**config.mk**
```make
export PLATFORM = sky130hd
export DESIGN_NAME = wdc_watchdog_ctrl
export DESIGN_NICKNAME = d
export VERILOG_FILES = /design/src/rtl/wdc_pkg.sv /design/src/rtl/wdc_timeout_counter.sv /design/src/rtl/wdc_watchdog_ctrl.sv
export SDC_FILE = /design/constraint.sdc
export NUM_CORES = 1
export LEC_CHECK = 0
export ABC_AREA = 1
export BUFFER_PORTS_ARGS = -buffer_cell sky130_fd_sc_hd__buf_2
export CAP_MARGIN = 20
export CELL_PAD_IN_SITES_DETAIL_PLACEMENT = 0
export CELL_PAD_IN_SITES_GLOBAL_PLACEMENT = 1
export CORE_ASPECT_RATIO = 0.8
export CORE_UTILIZATION = 45
export CTS_CLUSTER_SIZE = 12
export DETAILED_ROUTE_END_ITERATION = 16
export GPL_ROUTABILITY_DRIVEN = 0
export PLACE_DENSITY_LB_ADDON = 0.1
export SLEW_MARGIN = 20
export SYNTH_ARGS = -nofsm -noshare
export SYNTH_HDL_FRONTEND = slang
export SYNTH_SLANG_ARGS = --single-unit
```
**constraint.sdc**
```tcl
create_clock -name ref_clk_in -period 3.31 [get_ports ref_clk_in]
set_clock_uncertainty 0.05 [all_clocks]
set_input_delay 0.1655 -clock ref_clk_in [delete_from_list [all_inputs] [get_ports ref_clk_in]]
set_output_delay 0.1655 -clock ref_clk_in [all_outputs]
set_load 0.02 [all_outputs]
```
**src/rtl/wdc_pkg.sv**
```systemverilog
/*
  Constants, register map and carrier types of the watchdog control block.
  Assumes a single 100 MHz clock and an 8-bit register port.
*/
package wdc_pkg;

  ////////////////////////////////////////////////////////////////////////////////
  // Clock and timebase.
  localparam int unsigned CLK_FREQ_HZ       = 100_000_000;
  localparam int unsigned TB_FREQ_HZ        = 32_768;
  localparam int unsigned TB_DIV_CYCLES     = CLK_FREQ_HZ / TB_FREQ_HZ;
  localparam int unsigned TB_DIV_W          = 12;
  localparam int unsigned TIMEOUT_BASE_TICKS = 512;
  localparam int unsigned TIMEOUT_CNT_W     = 17;
  localparam int unsigned TIMEOUT0_US       = 15_600;

  ////////////////////////////////////////////////////////////////////////////////
  // Register offsets.
  localparam logic [7:0] ADDR_CONTROL   = 8'h00;
  localparam logic [7:0] ADDR_IRQ_STAT  = 8'h01;
  localparam logic [7:0] ADDR_IRQ_EN    = 8'h02;
  localparam logic [7:0] ADDR_IRQ_CLR   = 8'h03;

  // Field positions of the control register.
  localparam int unsigned POS_PRESCALE  = 4;
  localparam int unsigned POS_INT_SEL   = 3;
  localparam int unsigned POS_FLAG      = 2;
  localparam int unsigned POS_RUN       = 1;
  localparam int unsigned POS_UNLOCK    = 0;

  // Prescale codes.
  localparam logic [3:0] PRE_IMMEDIATE  = 4'h8;

  // Interrupt status bits.
  localparam int unsigned IRQ_W         = 2;
  localparam int unsigned IRQ_TIMEOUT   = 0;
  localparam int unsigned IRQ_REFUSED   = 1;

  // Values after reset.
  localparam logic [3:0] RST_PRESCALE   = 4'h0;
  localparam logic [1:0] RST_IRQ_EN     = 2'h0;

  ////////////////////////////////////////////////////////////////////////////////
  // Types.
  typedef enum logic [1:0] {
    WDC_LOCKED   = 2'b00,
    WDC_SET_PEND = 2'b01,
    WDC_ARMED    = 2'b10
  } wdc_unlock_type;

  typedef struct packed {
    logic       wr;
    logic       rd;
    logic [7:0] addr;
    logic [7:0] wdata;
  } wdc_bus_req_type;

  typedef struct packed {
    logic [3:0] prescale;
    logic       int_sel;
    logic       flag;
    logic       run;
    logic       unlock;
  } wdc_ctrl_type;

endpackage

```
**src/rtl/wdc_timeout_counter.sv**
```systemverilog
/*
  Timebase divider and timeout counter of the watchdog.
  Assumes the clear and run inputs come from logic on the same clock.
*/
`timescale 1ns/1ps
module wdc_timeout_counter #(
  parameter int unsigned DIV_CYCLES = wdc_pkg::TB_DIV_CYCLES
) (
  input  wire logic       ref_clk_in,
  input  wire logic       sys_rst_in,
  input  wire logic       run_in,
  input  wire logic       clear_in,
  input  wire logic [3:0] prescale_in,
  output logic            expired_out
);

  logic [wdc_pkg::TB_DIV_W-1:0]      div_r;
  logic [wdc_pkg::TIMEOUT_CNT_W-1:0] cnt_r;
  logic                              tick;
  logic [wdc_pkg::TIMEOUT_CNT_W-1:0] limit;
  logic                              valid_pre;

  ////////////////////////////////////////////////////////////////////////////////
  // The period is two to the prescale times the base tick count.
  assign tick      = run_in && (div_r == wdc_pkg::TB_DIV_W'(DIV_CYCLES - 1));
  assign limit     = (wdc_pkg::TIMEOUT_CNT_W'(wdc_pkg::TIMEOUT_BASE_TICKS) << prescale_in[2:0])
                     - wdc_pkg::TIMEOUT_CNT_W'(1); // RL1
  assign valid_pre = (prescale_in < wdc_pkg::PRE_IMMEDIATE); // RL2
  assign expired_out = tick && valid_pre && (cnt_r == limit); // RL1

  // The divider restarts with the count so that a restart gives a full period.
  always_ff @(posedge ref_clk_in)
  begin
    if (sys_rst_in || clear_in || !run_in || tick)
    begin
      div_r <= '0;
    end
    else
    begin
      div_r <= div_r + wdc_pkg::TB_DIV_W'(1);
    end
  end

  always_ff @(posedge ref_clk_in)
  begin
    if (sys_rst_in || clear_in || expired_out) // RL6
    begin
      cnt_r <= '0;
    end
    else if (tick && valid_pre)
    begin
      cnt_r <= cnt_r + wdc_pkg::TIMEOUT_CNT_W'(1);
    end
  end
endmodule

```
**src/rtl/wdc_watchdog_ctrl.sv**
```systemverilog
/*
  Watchdog control register, unlock sequence, timeout response and interrupt status.
  Assumes the core pulses instr_done_in at the end of every instruction and that
  a register write belonging to an instruction comes no later than its pulse.
*/
// Overview of operation
// RL1: Timeout is two to the prescale times 512 timebase ticks, 15.6 ms at zero.
// RL2: Prescale 1000 resets at once; higher codes are reserved and never time out.
// RL3: Unrestarted timeout gives a reset or an interrupt, chosen by bit 3.
// RL4: The timeout interrupt is high priority and ignores the global interrupt enable.
// RL5: Bit 2 sets on each timeout, clears by writing zero or hardware reset.
// RL6: Writing one to bit 1 enables the watchdog and restarts its counters.
// RL7: Bit 1 clears on write zero, reset response, hardware reset, supply monitor.
// RL8: A control write is taken only in the instruction right after setting bit 0.
// RL9: Software disables global interrupts before starting the unlock sequence.
// RL10: The unlock bit drops after one write or any other intervening instruction.
`timescale 1ns/1ps
module wdc_watchdog_ctrl #(
  parameter int unsigned DIV_CYCLES = wdc_pkg::TB_DIV_CYCLES
) (
  input  wire logic                    ref_clk_in,
  input  wire logic                    sys_rst_in,
  input  wire wdc_pkg::wdc_bus_req_type bus_req_in,
  output logic [7:0]                   bus_rdata_out,
  input  wire logic                    instr_done_in,
  input  wire logic                    supply_monitor_irq_in,
  input  wire logic                    global_interrupt_enable_in,
  output logic                         watchdog_reset_out,
  output logic                         timeout_irq_out,
  output logic                         irq_out
);

  wdc_pkg::wdc_unlock_type     unlock_r;
  wdc_pkg::wdc_unlock_type     unlock_nxt;
  logic [3:0]                  prescale_r;
  logic                        int_sel_r;
  logic                        flag_r;
  logic                        run_r;
  logic                        restart_r;
  logic                        reset_r;
  logic [wdc_pkg::IRQ_W-1:0]   irq_stat_r;
  logic [wdc_pkg::IRQ_W-1:0]   irq_en_r;
  logic [7:0]                  rdata_r;
  logic                        ctrl_wr;
  logic                        accept_wr;
  logic                        refused_wr;
  logic                        unlock_wr;
  logic                        clr_wr;
  logic                        en_wr;
  logic                        expired;
  logic                        immediate;
  logic                        timeout_evt;
  logic                        reset_evt;
  logic                        irq_evt;
  logic [wdc_pkg::IRQ_W-1:0]   irq_set;
  wdc_pkg::wdc_ctrl_type       ctrl_view;
  logic [7:0]                  rdata_nxt;

  ////////////////////////////////////////////////////////////////////////////////
  // Address decode and unlock gating.
  assign ctrl_wr    = bus_req_in.wr && (bus_req_in.addr == wdc_pkg::ADDR_CONTROL);
  assign accept_wr  = ctrl_wr && (unlock_r == wdc_pkg::WDC_ARMED); // RL8
  assign unlock_wr  = ctrl_wr && !accept_wr && bus_req_in.wdata[wdc_pkg::POS_UNLOCK];
  assign refused_wr = ctrl_wr && !accept_wr && !bus_req_in.wdata[wdc_pkg::POS_UNLOCK];
  assign clr_wr     = bus_req_in.wr && (bus_req_in.addr == wdc_pkg::ADDR_IRQ_CLR);
  assign en_wr      = bus_req_in.wr && (bus_req_in.addr == wdc_pkg::ADDR_IRQ_EN);

  // The unlocking instruction may end in the cycle of its own write, so arm at once then.
  always_comb
  begin
    unlock_nxt = unlock_r;
    case (unlock_r)
      wdc_pkg::WDC_LOCKED:
      begin
        if (unlock_wr)
        begin
          unlock_nxt = instr_done_in ? wdc_pkg::WDC_ARMED : wdc_pkg::WDC_SET_PEND;
        end
      end
      wdc_pkg::WDC_SET_PEND:
      begin
        if (instr_done_in)
        begin
          unlock_nxt = wdc_pkg::WDC_ARMED;
        end
      end
      wdc_pkg::WDC_ARMED:
      begin
        if (accept_wr || instr_done_in) // RL10
        begin
          unlock_nxt = wdc_pkg::WDC_LOCKED;
        end
      end
      default:
      begin
        unlock_nxt = wdc_pkg::WDC_LOCKED;
      end
    endcase
  end

  always_ff @(posedge ref_clk_in)
  begin
    if (sys_rst_in)
    begin
      unlock_r <= wdc_pkg::WDC_LOCKED;
    end
    else
    begin
      unlock_r <= unlock_nxt;
    end
  end

  ////////////////////////////////////////////////////////////////////////////////
  // Timeout detection and response.
  wdc_timeout_counter #(
    .DIV_CYCLES (DIV_CYCLES)
  ) u_counter (
    .ref_clk_in  (ref_clk_in),
    .sys_rst_in  (sys_rst_in),
    .run_in      (run_r),
    .clear_in    (restart_r),
    .prescale_in (prescale_r),
    .expired_out (expired)
  );

  assign immediate   = run_r && (prescale_r == wdc_pkg::PRE_IMMEDIATE); // RL2
  assign timeout_evt = expired || immediate;
  assign reset_evt   = immediate || (expired && !int_sel_r); // RL3
  assign irq_evt     = expired && int_sel_r; // RL3

  // Only a hardware reset clears the prescale and interrupt select fields; a watchdog reset leaves the flag.
  always_ff @(posedge ref_clk_in)
  begin
    if (sys_rst_in)
    begin
      prescale_r <= wdc_pkg::RST_PRESCALE;
      int_sel_r  <= 1'b0;
    end
    else if (accept_wr)
    begin
      prescale_r <= bus_req_in.wdata[wdc_pkg::POS_PRESCALE +: 4];
      int_sel_r  <= bus_req_in.wdata[wdc_pkg::POS_INT_SEL];
    end
  end

  // A timeout in the cycle of a clearing write still sets the flag.
  always_ff @(posedge ref_clk_in)
  begin
    if (sys_rst_in)
    begin
      flag_r <= 1'b0;
    end
    else if (timeout_evt) // RL5
    begin
      flag_r <= 1'b1;
    end
    else if (accept_wr && !bus_req_in.wdata[wdc_pkg::POS_FLAG]) // RL5
    begin
      flag_r <= 1'b0;
    end
  end

  always_ff @(posedge ref_clk_in)
  begin
    if (sys_rst_in || supply_monitor_irq_in || reset_evt) // RL7
    begin
      run_r <= 1'b0;
    end
    else if (accept_wr)
    begin
      run_r <= bus_req_in.wdata[wdc_pkg::POS_RUN]; // RL6
    end
  end

  always_ff @(posedge ref_clk_in)
  begin
    if (sys_rst_in)
    begin
      restart_r <= 1'b0;
      reset_r   <= 1'b0;
    end
    else
    begin
      restart_r <= accept_wr && bus_req_in.wdata[wdc_pkg::POS_RUN]; // RL6
      reset_r   <= reset_evt; // RL3
    end
  end

  ////////////////////////////////////////////////////////////////////////////////
  // Interrupt status, enable and clear.
  assign irq_set = {refused_wr, irq_evt};

  always_ff @(posedge ref_clk_in)
  begin
    if (sys_rst_in)
    begin
      irq_stat_r <= '0;
      irq_en_r   <= wdc_pkg::RST_IRQ_EN;
    end
    else
    begin
      irq_stat_r <= irq_set | (irq_stat_r & ~(clr_wr ? bus_req_in.wdata[wdc_pkg::IRQ_W-1:0]
                                                    : {wdc_pkg::IRQ_W{1'b0}}));
      if (en_wr)
      begin
        irq_en_r <= bus_req_in.wdata[wdc_pkg::IRQ_W-1:0];
      end
    end
  end

  // The global interrupt enable is deliberately not looked at here.
  assign irq_out            = |(irq_stat_r & irq_en_r); // RL4
  assign timeout_irq_out    = irq_stat_r[wdc_pkg::IRQ_TIMEOUT]
                              && irq_en_r[wdc_pkg::IRQ_TIMEOUT]; // RL4
  assign watchdog_reset_out = reset_r;

  ////////////////////////////////////////////////////////////////////////////////
  // Read port.
  assign ctrl_view = '{prescale: prescale_r, int_sel: int_sel_r, flag: flag_r, run: run_r,
                       unlock: (unlock_r != wdc_pkg::WDC_LOCKED)};

  assign rdata_nxt = !bus_req_in.rd ? 8'h00 :
                     (bus_req_in.addr == wdc_pkg::ADDR_CONTROL)  ? ctrl_view :
                     (bus_req_in.addr == wdc_pkg::ADDR_IRQ_STAT) ? {6'h00, irq_stat_r} :
                     (bus_req_in.addr == wdc_pkg::ADDR_IRQ_EN)   ? {6'h00, irq_en_r} :
                     8'h00;

  always_ff @(posedge ref_clk_in)
  begin
    if (sys_rst_in)
    begin
      rdata_r <= 8'h00;
    end
    else
    begin
      rdata_r <= rdata_nxt;
    end
  end

  assign bus_rdata_out = rdata_r;
endmodule

```
==> flow_metrics.tcl, run 1 <==
set metrics [dict create \
    crit_top_cell "nand2_1" \
    antenna_cells 0 \
    ys_warn_count 0 \
    cts-resized-gates 0 \
    tns_ns 0 \
    syn_avg_cell_area_sq_um 6.79 \
    dr.pass1.iters 5 \
    num_io_pins 34 \
    nets 486 \
    clock_path_buffers 2 \
    antenna_found_initial 0 \
    fin_crit_ns 2.15 \
    hold_buffers 0 \
    synth_edf_count 0 \
    rsz0062_at_grt "no" \
    synth.most_common_cell "nand2_1" \
    ir_drop_mv 0.199 \
    status "completed" \
    yosysTopAreaCell "dfxtp_1" \
    synth_top_area_frac 0.361 \
    drive_gt1_frac 0.165 \
    leakagePower_nw 1.21 \
    netlist_instances 425 \
    yosys-top-cells-count "nand2_1 (110), dfxtp_1 (52), inv_1 (52), nor2_1 (50), nand3_1 (30)" \
    async_flop_share 0 \
    synth_seq_area_share 0.361 \
    max_cap_viol_count 0 \
    route.vias.total 2657 \
    die_w_um 91.5 \
    setup_slack_ns 1.16 \
    min_path_type "primary input to register" \
    setup-violations-final 0 \
    cts_tree "done" \
    cp-end-kind "register" \
    first_global_vias 2298 \
    final_max_slew_viol_count 0 \
    routed_wl_um 6360 \
    hpwl_um 4860 \
    rows 25 \
    yosys_register_bits 52 \
    port_buffers 32 \
    drt-initial-drc-count 125 \
    slew-limit-headroom 0.656 \
    cp_max_fo 17 \
    synthDistinctLibCells 37 \
    clkTransAtPathRegs_ns 0.10 \
    worst_slew_pin_slew_ns 0.514 \
    worst_setup_path_start_kind "register" \
    drtAntennaViolNets 0 \
    dpl_worst_slack_ns 1.17 \
    clock.fmax_mhz 465 \
    start_util 0.478 \
    drt-wirelength-per-cell_um 11.8 \
    core-area_sq_um 6040 \
    hold_viol_final 0 \
    cts.sinks 52 \
    crit_type "register to register" \
    fillers 632 \
    cp_slowest_cell "dfxtp_1" \
    clkLatencyLatePin_ns 0.31 \
    post_cts_buffers 0 \
    critPathTopFamily "simple AND/OR/NAND/NOR gates" \
    drc 0 \
    crit_path_max_incr_delay_ns 0.55 \
    htree_levels 2 \
    fin_crit_sh 0.650 \
    crit_chain "inv_4 > nand3_1 > ha_1 > inv_1 > nand2_1 > nand2_1 > nand2_1 > nand2_1 > nor2_1 > nand2_1 > nor2_4 > nand2_4 > nand2_8 > a21oi_1" \
    netlist_area_sq_um 2890 \
    areaGrowthSynthToFinish_pct 11.1 \
    grt_pass1_wl_um 10800 \
    dieHeight_um 73.6 \
    synthFlopType "dfxtp_1" \
    finalInstanceArea_sq_um 3210 \
    cts_buffers 5 \
    vias_per_cell 4.91 \
    synthesis.nets 452 \
    cp.buffers_inverters 2 \
    powerDensity_nw_per_um2 326 \
    overflow 0 \
    dpl_cell_area_sq_um 3110 \
    cp_data_arrival_time_ns 2.30 \
    cp.required_ns 3.46 \
    die_area_sq_um 6740 \
    grt_max_degree 18 \
    synthTopCellsByArea "dfxtp_1 (36%), nand2_1 (14%), inv_1 (6.8%), nor2_1 (6.5%), nand3_1 (5.2%)" \
    cts_root_buffer "clkbuf_8" \
    grt.total_usage 0.202 \
    whs_ns 0.0441 \
]
[per-layer routing]
| metal | GRT usage | vias up | part of all wire |
|---|---|---|---|
| met5 | 0 | - | 0 |
| met4 | 0.0423 | 0 | 0.0042 |
| met3 | 0.0404 | 2 | 0.051 |
| met2 | 0.293 | 55 | 0.40 |
| met1 | 0.306 | 1178 | 0.55 |
| li1 | - | 1422 | - |
[worst min-delay path, delay by kind of cell]
family                 cells  cell delay (ns)
buffers and inverters      1             0.08
AOI/OAI and AO/OA          1             0.08
and+or+nand+nor            1             0.04
[final cells by class]
cell class                 instances  area (sq um)  area share
multi-input combinational        308          1570       0.491
sequential                        52          1040       0.325
inverter                          59           224      0.0699
timing repair buffer              33           168      0.0523
tap                               81           101      0.0316
clock buffer                       6          82.6      0.0258
clock inverter                     2          15.0     0.00468
[logic make-up after synthesis]
family	synth area share
simple gates	0.391
fa+ha+maj	0.0173
flops	0.361
xor+xnor	0.0334
buf+inv	0.0941
compound gates	0.104
[path summary, 6_finish.rpt]
kind,startpoint,end,slack [ns],cells past startpoint
max,prescale_r[2],u_counter.cnt_r[7],1.16,14
min,supply_monitor_irq_in,run_r,0.04,3
max reg2reg,prescale_r[2],u_counter.cnt_r[7],1.16,14
min reg2reg,flag_r,bus_rdata_out[2],0.40,2
[metrics by stage]
stage          std cells  power [mW]  utilization
3_5_place_dp         533       0.674        0.515
2_1_floorplan        425       0.660            -
4_1_cts              541        1.06        0.531
3_3_place_gp         533       0.674        0.515
6_report             541        1.05        0.531
5_1_grt              541        1.09        0.531
[state kept, by name, summed over array words and instances (netlist names)]
signal,count
u_counter.cnt_r,17
u_counter.div_r,12
bus_rdata_out,8
prescale_r,4
irq_en_r,2
irq_stat_r,2
unlock_r,2
flag_r,1
int_sel_r,1
restart_r,1
run_r,1
watchdog_reset_out,1
[report_power, final]
group	internal, mW	switching, mW	leakage, nW
sequential	0.625	0.0000735	0.419
combinational	0.0137	0.0204	0.750
clock	0.170	0.217	0.0434
[cells in the final DEF, fill, tap and decap left out, types with 2 or more instances in the layout]
cell,count
a21oi_1,25
a21oi_2,6
buf_2,32
clkbuf_8,6
clkinv_1,2
clkinvlp_4,2
dfxtp_1,52
ha_1,4
inv_1,52
inv_2,4
nand2_1,110
nand2_2,6
nand3_1,30
nand4_1,9
nor2_1,50
nor2_2,6
nor2_4,6
nor3_1,14
nor3_2,2
nor3b_1,3
o21a_1,2
o21ai_0,13
xor2_1,10
Note: power is estimated with default switching activity, not from simulation.
==> inputs of run 2 (changes only) <==
- CORE_UTILIZATION: 45 -> 41
- clock period: 3.31 -> 2 ns (I/O delays scaled with it)
==> run 2 against run 1 <==
Global-route usage shrank 2.0 points. Clock power increased by 88%. Worst setup slack worse by 1.1 ns. Count of clock-buffer cells in the layout fell by 1. Non-clock buffer count rose by 12. Fmax grew 11%. Wire length increased by 1.5%. Combinational power increased by 79%. Final cell count increased by 3.0%. Via count about the same. Critical endpoint unchanged.
==> flow_metrics.tcl, run 2 (synthesis results as in run 1) <==
set metrics [dict create \
    fin_crit_sh 0.967 \
    crit_chain "nor2_4 > nand2_2 > ha_4 > inv_2 > nand2_2 > nand2_1 > nor2_1 > nand2_1 > nor2_1 > nand2_1 > nor2_4 > nand2_4 > nand2_8 > a21oi_1" \
    cp_data_arrival_time_ns 2.09 \
    status "completed" \
    core-area_sq_um 6600 \
    min-delay-start "bus_req_in[1]" \
    overflow 0 \
    htree_levels 2 \
    min_path_type "primary input to register" \
    whs_ns 0.0217 \
    crit_top_cell "nand2_1" \
    min_path_cells 3 \
    port_buffers 32 \
    cts_tree "done" \
    first_global_vias 2296 \
    rsz0062_at_grt "yes" \
    rows 26 \
    final_cell_mix "nand2_1 (107), inv_1 (51), nor2_1 (49), dfxtp_1 (49), buf_2 (32)" \
    cp_max_fo 9 \
    largest_reg_flops 17 \
    hpwl_um 4920 \
    rr_worst_depth 14 \
    worst_setup_path_start_kind "register" \
    ir_drop_mv 0.305 \
    cts_root_buffer "clkbuf_8" \
    cts.sinks 52 \
    crit_path_max_incr_delay_ns 0.37 \
    top_register "u_counter.cnt_r" \
    cp_slowest_cell "dfxtp_4" \
    clock_path_buffers 2 \
    start_util 0.437 \
    drt-initial-drc-count 106 \
    clkTransAtPathRegs_ns 0.10 \
    hold_viol_final 0 \
    r2r-end "u_counter.cnt_r[7]" \
    drc 0 \
    reg2reg_from "prescale_r[1]" \
    dr.pass1.iters 4 \
    drtAntennaViolNets 0 \
    die_w_um 95.8 \
    dieHeight_um 77.1 \
    route.vias.total 2655 \
    drive_gt1_frac 0.211 \
    antenna_found_initial 0 \
    fin_total_pwr_mw 1.82 \
    final_max_slew_viol_count 0 \
    slew-limit-headroom 0.730 \
    fin_crit_ns 1.93 \
    routed_wl_um 6450 \
    cp-end-kind "register" \
    cp.required_ns 2.15 \
    num_io_pins 34 \
    grt_max_degree 18 \
    hold_end "restart_r" \
    grt.total_usage 0.182 \
    antenna_cells 0 \
    r2r_slack_ns 0.07 \
    powerDensity_nw_per_um2 539 \
    nets 499 \
    fillers 698 \
    vias_per_cell 4.77 \
    cts_buffers 5 \
    drt-wirelength-per-cell_um 11.6 \
    areaGrowthSynthToFinish_pct 17.0 \
    die_area_sq_um 7380 \
    fin_util 0.511 \
    clkLatencyLatePin_ns 0.30 \
    max_cap_viol_count 0 \
    setup-violations-final 0 \
    grt_pass1_wl_um 10600 \
    crit_type "register to register" \
    final_common_cell "nand2_1" \
    leakagePower_nw 1.29 \
    worst_slew_pin_slew_ns 0.402 \
    clock.fmax_mhz 517 \
    finalInstanceArea_sq_um 3380 \
    setup_slack_ns 0.0662 \
    dpl_cell_area_sq_um 3160 \
    dpl_worst_slack_ns 0.0790 \
]
==> run 2: changes by cell type in the layout (fill, tap and decap cells not counted), sizes merged <==
| cell | before | now |
|---|---|---|
| clkinv | 2 | 3 |
| clkinvlp | 2 | 1 |
| nand2 | 118 | 119 |
| buf | 33 | 44 |
| clkbuf | 6 | 5 |
| dlygate4sd3 | 0 | 1 |
| bufinv | 0 | 1 |
==> run 2: power breakdown <==
| part | internal, mW | leakage, nW | total (mW) | switching (mW) |
|---|---|---|---|---|
| Sequential | 1.03 | 0.420 | 1.03 | 0.000127 |
| Combinational | 0.0245 | 0.811 | 0.0612 | 0.0367 |
| Clock | 0.371 | 0.0541 | 0.727 | 0.356 |
==> run 2: area by class of cell <==
type / count / area [sq um] / share of cell area
flip-flops and latches: 52 / 1050 / 0.310
clock inverters: 3 / 42.5 / 0.0126
clock buffers: 5 / 68.8 / 0.0204
well taps: 84 / 105 / 0.0311
repair buffers: 45 / 260 / 0.0771
multi-input cells: 309 / 1630 / 0.482
inverters: 59 / 224 / 0.0663
==> run 2: worst max-delay path, delay by kind of cell (launching register included) <==
kind,cells,cell delay [ns]
AO/OA/AOI/OAI,1,0.05
flip-flops,1,0.37
adder cells (fa/ha/maj),1,0.28
AND/OR/NAND/NOR,11,1.05
buffers and inverters,1,0.03
==> run 2: worst max path at each step <==
stage / from / end / slack, ns / cells after the start
floorplan: prescale_r[2] / u_counter.cnt_r[10] / 0.12 / 16
global placement: prescale_r[0] / u_counter.cnt_r[4] / 0.08 / 14
detailed placement: prescale_r[0] / u_counter.cnt_r[4] / 0.08 / 14
CTS: prescale_r[0] / u_counter.cnt_r[0] / 0.06 / 14
global route: prescale_r[1] / watchdog_reset_out / -0.11 / 15
finish: prescale_r[1] / u_counter.cnt_r[7] / 0.07 / 14
==> run 2: metal layers <==
layer  part of all wire  global-route usage  up-vias  wire (um)
li1                   -                   -     1447          -
met1               0.54               0.282     1161       3500
met2               0.41               0.259       45       2640
met3              0.046              0.0337        2        298
met4             0.0022              0.0313        0         14
met5                  0                   0        -          0
==> run 2: repair_timing <==
| item | CTS | global route |
|---|---|---|
| setup buffers | 0 | 5 |
| endpoints found under the setup margin | 0 | 19 |
| gates resized for setup | 0 | 15 |
| hold endpoints to repair | 1 | 0 |
| hold buffers | 1 | 0 |
==> run 2: per-stage QoR <==
stage          cells  setup TNS, ns
2_1_floorplan    425              0
3_3_place_gp     542              0
3_5_place_dp     542              0
4_1_cts          551              0
5_1_grt          557          -1.28
6_report         557              0
